**src/hdl/nvsc_params.svh**
```systemverilog
// Timing and width constants for the nonvolatile SRAM host port controller
`ifndef NVSC_PARAMS_SVH
`define NVSC_PARAMS_SVH
`define NVSC_ADDR_W            13
`define NVSC_DATA_W            8
`define NVSC_CLK_PERIOD_NS     4
`define NVSC_ACCESS_TIME_NS    150
`define NVSC_ENABLE_ACCESS_NS  70
`define NVSC_WRITE_PULSE_NS    100
`define NVSC_DATA_SETUP_NS     60
`define NVSC_WRITE_RECOVERY_NS 10
`define NVSC_TRISTATE_NS       35
`define NVSC_POWERUP_US        2000
`define NVSC_CNT_W             20
`define NVSC_SYNC_CYC          2
`endif

```
**src/hdl/nvsc_pkg.sv**
```systemverilog
// Types shared by the nonvolatile SRAM host port controller
`default_nettype none
`include "nvsc_params.svh"
package nvsc_pkg;
	typedef enum logic [4:0] {
		NVSC_BOOT  = 5'h01,
		NVSC_IDLE  = 5'h02,
		NVSC_READ  = 5'h04,
		NVSC_WRITE = 5'h08,
		NVSC_RECOV = 5'h10
	} nvsc_state_t;
	typedef struct packed {
		logic                      write;
		logic [`NVSC_ADDR_W-1:0]   addr;
		logic [`NVSC_DATA_W-1:0]   wdata;
	} nvsc_req_t;
	typedef struct packed {
		logic                      select_n;
		logic                      strobe_n;
		logic                      enable_n;
		logic [`NVSC_ADDR_W-1:0]   byte_address;
	} nvsc_pins_t;
endpackage
`default_nettype wire

```
**src/hdl/nvsc_host.sv**
```systemverilog
// Host controller that runs read and write cycles on an asynchronous 8K x 8 NV SRAM
//
// Overview of operation
// - Address held steady through every write
// - Strobe high for recovery before next access
// - Enable kept high throughout writes
// - No accesses until supply is good
// - Write pulse at least 100 ns unless supply fails mid-write
// - Write data set up 60 ns before end unless supply fails mid-write
`timescale 1ns/1ns
`default_nettype none
`include "nvsc_params.svh"
module nvsc_host #(
	parameter int ADDR_W        = `NVSC_ADDR_W,
	parameter int DATA_W        = `NVSC_DATA_W,
	parameter int POWERUP_US    = `NVSC_POWERUP_US
) (
	input  wire logic                clk_sys,
	input  wire logic                resetn,
	input  wire logic                clk_en,
	input  wire logic                supply_good,
	input  wire logic                req_valid,
	input  wire nvsc_pkg::nvsc_req_t req,
	output logic                     req_ready,
	output logic                     rsp_valid,
	output logic [DATA_W-1:0]        rsp_rdata,
	output nvsc_pkg::nvsc_pins_t     pins,
	input  wire logic [DATA_W-1:0]   data_bus_i,
	output logic [DATA_W-1:0]        data_bus_o,
	output logic                     data_bus_oe
);
	localparam int ACC_CYC  = (`NVSC_ACCESS_TIME_NS + `NVSC_CLK_PERIOD_NS - 1) / `NVSC_CLK_PERIOD_NS;
	localparam int WP_CYC   = (`NVSC_WRITE_PULSE_NS + `NVSC_CLK_PERIOD_NS - 1) / `NVSC_CLK_PERIOD_NS;
	localparam int REC_CYC  = (`NVSC_WRITE_RECOVERY_NS + `NVSC_TRISTATE_NS + `NVSC_CLK_PERIOD_NS - 1)
		/ `NVSC_CLK_PERIOD_NS;
	localparam int PWR_CYC  = POWERUP_US * (1000 / `NVSC_CLK_PERIOD_NS);
	localparam logic [`NVSC_CNT_W-1:0] ACC_N = `NVSC_CNT_W'(ACC_CYC);
	localparam logic [`NVSC_CNT_W-1:0] WP_N  = `NVSC_CNT_W'(WP_CYC);
	localparam logic [`NVSC_CNT_W-1:0] REC_N = `NVSC_CNT_W'(REC_CYC);
	localparam logic [`NVSC_CNT_W-1:0] PWR_N = `NVSC_CNT_W'(PWR_CYC);

	// Widths are fixed by the memory organisation; the counter must hold the power-up wait
	if (ADDR_W != `NVSC_ADDR_W || DATA_W != `NVSC_DATA_W) begin : g_bad_width
		$error("nvsc_host: widths must match the memory organisation");
	end
	if (PWR_CYC < 1 || PWR_CYC >= (1 << `NVSC_CNT_W)) begin : g_bad_powerup
		$error("nvsc_host: power-up wait does not fit the counter");
	end

	// Supply flag comes from outside the clock domain
	logic sg_meta_q;
	logic sg_sync_q;
	always_ff @(posedge clk_sys or negedge resetn) begin
		if (!resetn) begin
			sg_meta_q <= 1'b0;
			sg_sync_q <= 1'b0;
		end else if (clk_en) begin
			sg_meta_q <= supply_good;
			sg_sync_q <= sg_meta_q;
		end
	end

	// Bus settles long before the sample point, so bitwise syncing cannot tear a byte
	logic [DATA_W-1:0] din_meta_q;
	logic [DATA_W-1:0] din_sync_q;
	always_ff @(posedge clk_sys or negedge resetn) begin
		if (!resetn) begin
			din_meta_q <= '0;
			din_sync_q <= '0;
		end else if (clk_en) begin
			din_meta_q <= data_bus_i;
			din_sync_q <= din_meta_q;
		end
	end

	nvsc_pkg::nvsc_state_t   state_q, state_d;
	logic [`NVSC_CNT_W-1:0]  cnt_q, cnt_d;
	nvsc_pkg::nvsc_pins_t    pins_q, pins_d;
	logic [DATA_W-1:0]       dout_q, dout_d;
	logic                    oe_q, oe_d;
	logic                    rdy_q, rdy_d;
	logic                    rv_q, rv_d;
	logic [DATA_W-1:0]       rd_q, rd_d;

	always_comb begin
		state_d = state_q;
		cnt_d   = cnt_q;
		pins_d  = pins_q;
		dout_d  = dout_q;
		oe_d    = oe_q;
		rdy_d   = 1'b0;
		rv_d    = 1'b0;
		rd_d    = rd_q;
		unique case (state_q)
			nvsc_pkg::NVSC_BOOT: begin
				// Long settle time after the supply recovers
				pins_d.select_n = 1'b1;
				if (!sg_sync_q) begin
					cnt_d = '0;
				end else if (cnt_q >= PWR_N) begin
					state_d = nvsc_pkg::NVSC_IDLE;
					rdy_d   = 1'b1;
				end else begin
					cnt_d = cnt_q + 1'b1;
				end
			end
			nvsc_pkg::NVSC_IDLE: begin
				rdy_d = 1'b1;
				if (!sg_sync_q) begin
					state_d = nvsc_pkg::NVSC_BOOT;
					rdy_d   = 1'b0;
					cnt_d   = '0;
				end else if (req_valid && rdy_q) begin
					rdy_d               = 1'b0;
					cnt_d               = '0;
					pins_d.byte_address = req.addr[ADDR_W-1:0];
					pins_d.select_n     = 1'b0;
					if (req.write) begin
						// Address, data and strobe all move together; setup time is zero
						pins_d.strobe_n = 1'b0;
						pins_d.enable_n = 1'b1;
						dout_d          = req.wdata;
						oe_d            = 1'b1;
						state_d         = nvsc_pkg::NVSC_WRITE;
					end else begin
						pins_d.strobe_n = 1'b1;
						pins_d.enable_n = 1'b0;
						state_d         = nvsc_pkg::NVSC_READ;
					end
				end
			end
			nvsc_pkg::NVSC_READ: begin
				cnt_d = cnt_q + 1'b1;
				// Two extra cycles absorb the input synchroniser
				if (cnt_q >= ACC_N + `NVSC_CNT_W'(`NVSC_SYNC_CYC)) begin
					rd_d            = din_sync_q;
					rv_d            = 1'b1;
					pins_d.select_n = 1'b1;
					pins_d.enable_n = 1'b1;
					cnt_d           = '0;
					state_d         = nvsc_pkg::NVSC_RECOV;
				end
			end
			nvsc_pkg::NVSC_WRITE: begin
				cnt_d = cnt_q + 1'b1;
				// Pulse held well past the data setup, address frozen meanwhile
				if (cnt_q >= WP_N) begin
					pins_d.strobe_n = 1'b1;
					pins_d.select_n = 1'b1;
					cnt_d           = '0;
					state_d         = nvsc_pkg::NVSC_RECOV;
				end
			end
			nvsc_pkg::NVSC_RECOV: begin
				// Data held one cycle past the rising edge, then released
				oe_d  = 1'b0;
				cnt_d = cnt_q + 1'b1;
				if (cnt_q >= REC_N) begin
					state_d = nvsc_pkg::NVSC_IDLE;
					rdy_d   = sg_sync_q;
				end
			end
			default: begin
				state_d = nvsc_pkg::NVSC_BOOT;
				cnt_d   = '0;
			end
		endcase
		if (!sg_sync_q) begin
			// Supply failing: deselect at once, drop the cycle without a response
			// and restart the power-up wait, since the device ignores everything now
			state_d         = nvsc_pkg::NVSC_BOOT;
			cnt_d           = '0;
			pins_d.select_n = 1'b1;
			pins_d.strobe_n = 1'b1;
			pins_d.enable_n = 1'b1;
			oe_d            = 1'b0;
			rdy_d           = 1'b0;
			rv_d            = 1'b0;
		end
	end

	always_ff @(posedge clk_sys or negedge resetn) begin
		if (!resetn) begin
			state_q <= nvsc_pkg::NVSC_BOOT;
			cnt_q   <= '0;
			pins_q  <= '{select_n: 1'b1, strobe_n: 1'b1, enable_n: 1'b1, byte_address: '0};
			dout_q  <= '0;
			oe_q    <= 1'b0;
			rdy_q   <= 1'b0;
			rv_q    <= 1'b0;
			rd_q    <= '0;
		end else if (clk_en) begin
			state_q <= state_d;
			cnt_q   <= cnt_d;
			pins_q  <= pins_d;
			dout_q  <= dout_d;
			oe_q    <= oe_d;
			rdy_q   <= rdy_d;
			rv_q    <= rv_d;
			rd_q    <= rd_d;
		end
	end

	assign req_ready   = rdy_q;
	assign rsp_valid   = rv_q;
	assign rsp_rdata   = rd_q;
	assign pins        = pins_q;
	assign data_bus_o  = dout_q;
	assign data_bus_oe = oe_q;
endmodule
`default_nettype wire

```
**config.mk**
```make
export PLATFORM = sky130hd
export DESIGN_NAME = nvsc_host
export DESIGN_NICKNAME = d
export VERILOG_FILES = /design/src/hdl/nvsc_pkg.sv /design/src/hdl/nvsc_host.sv
export VERILOG_INCLUDE_DIRS = /design/src /design/src/hdl
export SDC_FILE = /design/constraint.sdc
export NUM_CORES = 1
export LEC_CHECK = 0
export BUFFER_PORTS_ARGS = -buffer_cell sky130_fd_sc_hd__buf_2
export CORE_ASPECT_RATIO = 1.75
export CORE_UTILIZATION = 45
export CTS_CLUSTER_DIAMETER = 150
export DETAILED_ROUTE_END_ITERATION = 8
export PLACE_DENSITY = 0.69
export SYNTH_ARGS = -nofsm -noshare
export SYNTH_HDL_FRONTEND = slang
export SYNTH_SLANG_ARGS = --single-unit
```
**constraint.sdc**
```tcl
create_clock -name clk_sys -period 2.4 [get_ports clk_sys]
set_input_delay 0.36 -clock clk_sys [delete_from_list [all_inputs] [get_ports clk_sys]]
set_output_delay 0.36 -clock clk_sys [all_outputs]
set_load 0.005 [all_outputs]
```
; Word level (Yosys, flattened, before mapping)
; Cells that the tools add are included.
; Widths: inputs -> output; s select.
[word_totals]
out_inout_bits = 35
wordCells = 80
register_bits = 78
in_bits = 35
[classes]
magnitude_cmp = 4
n_addsub = 1
n_eq_ne = 16
n_mux = 34
reduce_logical = 10
[op_table]
columns = op, count
row1 = $mux 20, 5
row2 = $pmux 20 s5, 1
row3 = $mux 5, 6
row4 = $pmux 5 s5, 1
row5 = $ne 3x3->1 const B, 7
row6 = $add 20x1->20 const B, 1
row7 = $ge 20x19->1 const B, 1
row8 = $ge 20x4->1 const B, 1
row9 = $ge 20x5->1 const B, 1
row10 = $ge 20x6->1 const B, 1
row11 = $mux 16, 1
row12 = $reduce_and 4->1, 4
row13 = $mux 1, 11
row14 = $reduce_and 5->1, 2
row15 = $ne 3x1->1 const B, 3
row16 = $pmux 1 s2, 3
row17 = $reduce_and 3->1, 2
row18 = $reduce_and 6->1, 1
row19 = $eq 5x1->1 const B, 1
row20 = $eq 5x2->1 const B, 1
row21 = $eq 5x3->1 const B, 1
row22 = $eq 5x4->1 const B, 1
row23 = $eq 5x5->1 const B, 1
row24 = $ne 5x1->1 const B, 1
row25 = 6 further kinds, 7

; Depth between registers and ports, before layout
[depth]
ltp_word = 4
ltp_mapped = 10
depth_no_buf = 8

; Least setup slack after synthesis
; OpenSTA, ideal clock, no wires.
[synth_path]
path_type = register to register
startpoint = register cnt_q[16]
endpoint = register cnt_q[12]
period_less_slack_ps = 2482
path_stages_with_launch = 9
path_buffers = 2
arrival_time_ps = 2387
setup_slack_ps = -82
setup_time_ps = 96
required_time_ps = 2304
path_cell_list = dfrtp_1 > or4_4 > or4_4 > nor3_4 > o21a_4 > nand2b_1 > buf_6 > buf_8 > o31ai_1
[synth_via]
elab_chain_cells = 4
word_cells_on_any_way = 9
cone_classes = 3 x order compare / 1 x eq/ne / 4 x mux / 1 x reduce/logical
[synth_rtl]
columns = item, line
row1 = start: declaration, nvsc_host.sv:77  ; logic [`NVSC_CNT_W-1:0] cnt_q, cnt_d;
row2 = start signal: assignment, nvsc_host.sv:194  ; cnt_q <= cnt_d;
row3 = $ge 20x5->1 / $ge 20x6->1 (equally long branches), "nvsc_host.sv:147, nvsc_host.sv:135"
row4 = $mux 20 (on tied branches), "nvsc_host.sv:147, nvsc_host.sv:135"
row5 = $pmux 20 s5, nvsc_host.sv:94  ; unique case (state_q)
row6 = $mux 20, nvsc_host.sv:168  ; if (!sg_sync_q) begin
; Several ways; a longest one is shown, not always the timed one.
; A chain may end at the register's enable or synchronous reset.

; Worst setup path after layout
[layout_path]
startpoint = register cnt_q[16]
endpoint = register state_q[4]
[layout_via]
elab_chain_cells = 3
word_cells_on_any_way = 9
cone_classes = 4 x order compare / 4 x eq/ne / 1 x reduce/logical
[layout_rtl]
columns = item, line
row1 = $ge 20x4->1 (tied with other cells), nvsc_host.sv:158  ; if (cnt_q >= REC_N) begin
row2 = $ne 3x3->1 (no line), n/a
row3 = $reduce_and 6->1 (no line) *, n/a
row4 = end signal: assignment, nvsc_host.sv:184  ; state_q <= nvsc_pkg::NVSC_BOOT;
row5 = end signal: assignment, nvsc_host.sv:193  ; state_q <= state_d;
row6 = end: declaration, nvsc_host.sv:76  ; nvsc_pkg::nvsc_state_t state_q, state_d;
; Every way passes the cells marked *; elsewhere a longest branch is shown, timed or not.

==> run metrics <==
CTS Buf Count=9; crit path launch type=flop; vias per cell=5.81; Initial Util=0.463; worst clock skew=5.05 ps; status=completed; Setup crit end kind=flop; CP max stage cell=or4_4; Synth Area in Simple Gates=0.147; critical path type=flop to flop; DR WL met2=4.82 mm; share of layout cells above drive strength 1=0.468; final hold vios=0; Post-Synth XOR/XNOR Area=0; post-route minimum period=2390 ps; DR vias=3,133; die area=0.00888 mm²; TritonCTS Sinks=78; Placed Area=0.00454 mm²; post-synth top area cell=dfrtp_1; Avg Inst Size Synth=11.3 µm²; largest net degree at the start of global routing=45; #FFs+latches synth=78; VDD IR max=0.465 mV; core box area=0.00826 mm²; HP Class=primary input to flop; Post-Synthesis Cell Area=0.00382 mm²; final WL=9.04 mm; TritonCTS clock tree=done; die height=124 µm; number of synthesized flops with an enable pin=0; Reg2Reg Launch Point=cnt_q[16]; Cell Pwr Density=588 mW/mm²; Required @ worst endpoint=2620 ps; CP Cell Sequence=or4_4 -> or4_4 -> nor4_2 -> a211oi_2 -> and2_4 -> a32o_1; num rows=44; CP delay by family, top=simple AND/OR/NAND/NOR gates; Pins Over Slew Limit=0; most common library cell in the layout ignoring fill and taps=dfrtp_1; number of global-route vias before repair=3,337; largest family of logic cells by synthesized area=compound AO/OA/AOI/OAI gates; Final period util=0.996; Max-Cap Viols=0; CTS H-Tree Depth=3; gr ovfl total=0; Fmax=418 MHz; CTS max path bufs=2; diodes inserted=0; WP buf/inv=0; Min Hold Slack=251 ps; Slew HR=0.686; first-pass GRT wire length=14.9 mm; Yosys top cell area share=0.485; Die W=71.6 µm; Top Layer Used=met4; clk_lat worst skew=330 ps; Syn Nets=376; RSZ-0062 raised after global routing=true; share of flip-flops with an asynchronous set or reset=1.00; clock-pin slew on the worst setup and hold paths=60 ps; Critical path origin=cnt_q[16]; synthesized instance count=337; critical path arrival=2610 ps; cell mode on critical path=or4_4; Critical Path Fanout Max=5; critical path's largest stage delay=530 ps; port buffer count=69; sequential-to-total area share from yosys stat=0.512; ranking of synthesized cells by area=dfrtp_1 (48%), mux2_2 (14%), nand2_1 (3.3%); GP Congestion=0.958; synth warn=0; DR pass1 iterations=4; adder-cell area share of the yosys netlist=0.0131; Final Cell Area=0.00498 mm²; initial antenna violation count=0; Final Setup Violations=0; commonest non-fill, non-tap cells in the layout=dfrtp_1 (74), buf_2 (68), mux2_2 (47); nets@finish=481; Total Routing Usage GR=0.219; leakage=2.37 nW; drt drc=0; DRT antenna net count=0; drt wl/cell=16.8 µm; Post-DP HPWL=6.78 mm; worst hold start=data_bus_i[3]; DR WL met3=375 µm; multiplexer share of the synthesized area=0.139; IO Count=70; length of routed wiring on met1=3.48 mm; worst slew pin tran=471 ps; Root Buffer=clkbuf_16; Syn-to-layout area delta=30.3%; dominant synthesized flop cell=dfrtp_1; DR iter-0 viols=193; Unique masters post-synth=52; Compound-Gate Fraction of Synth Area=0.158
==> synth_stat cells, types with 3 or more instances <==
master and instances:
nor3_1 7, nor4_1 5, or2_2 4, a21oi_1 5, a22oi_1 3, a211oi_1 3, a41oi_1 3, and2_1 5
clkbuf_1 12, o22ai_1 4, dfstp_2 4, dfrtp_1 74, ha_1 4, inv_1 9, nand2_1 34, nand2b_1 4
nand3_1 10, a22o_1 3, o31ai_1 14, nor2_1 7, o21ai_0 11, or3_1 7, nand4_1 5, mux2_2 47
and3_1 3, a2bb2oi_1 12
==> through the flow <==
step / setup slack, ps / power (W) / cells / setup TNS, ps / utilization
global placement: 21.5 / 0.00166 / 521 / 0 / 0.550
detailed placement: -36.1 / 0.00167 / 521 / -83.3 / 0.550
global route: -51.3 / 0.00304 / 539 / -181 / 0.603
finish: 9.10 / 0.00293 / 539 / 0 / 0.603
floorplan: 7.01 / 0.00155 / 337 / 0 / -
CTS: 3.33 / 0.00295 / 538 / 0 / 0.591
==> where the power goes <==
part | internal (W) | switching, W | total (W)
sequential | 0.00136 | 0.0000343 | 0.00140
combinational | 0.000124 | 0.000135 | 0.000259
clock | 0.000733 | 0.000540 | 0.00127
==> layout make-up <==
cell class                      count  area [µm²]
Clock buffer                       10         239
Clock inverter                      6        47.5
Fill cell                         682        3280
Inverter                            9        33.8
Multi-Input combinational cell    233        1880
Sequential cell                    78        1960
Tap cell                           92         115
Timing Repair Buffer              111         702
==> kinds of logic (layout without fill, tap and decap cells) <==
kind of cell,count (synthesis),count (layout)
mux,47,47
compound gates,79,79
flops,78,78
buf+inv,26,136
simple gates,103,103
fa+ha+maj,4,4
==> flip-flops by register name, summed over array words and instances (netlist names) <==
name,cells
sg_sync_q,1
cnt_q,20
pins,16
sg_meta_q,1
state_q,5
rsp_valid,1
req_ready,1
rsp_rdata,8
data_bus_o,8
din_sync_q,8
data_bus_oe,1
din_meta_q,8
==> final timing paths <==
kind / end / slack [ps] / cells past startpoint
setup / recovery: state_q[4] / 9 / 6
hold / removal: din_meta_q[3] / 250 / 2
setup reg to reg: state_q[4] / 9 / 6
hold reg to reg: sg_sync_q / 480 / 2
max in group asynchronous: state_q[0] / 1250 / 3
min in group asynchronous: cnt_q[5] / 520 / 2
==> metal layers <==
layer / vias to the layer above / global-route usage
li1: 1475 / -
met1: 1536 / 0.231
met2: 93 / 0.393
met3: 29 / 0.0494
met4: 0 / 0.130
met5: - / 0
==> what timing repair did <==
item | in CTS | in global routing
endpoints found under the setup margin | 8 | 22
hold buffers | 1 | 0
buffers inserted | 0 | 1
endpoints found under the hold margin | 6 | 0
gates resized for setup | 8 | 16
pin swaps | 2 | 2
(Power assumes the default switching activity.)
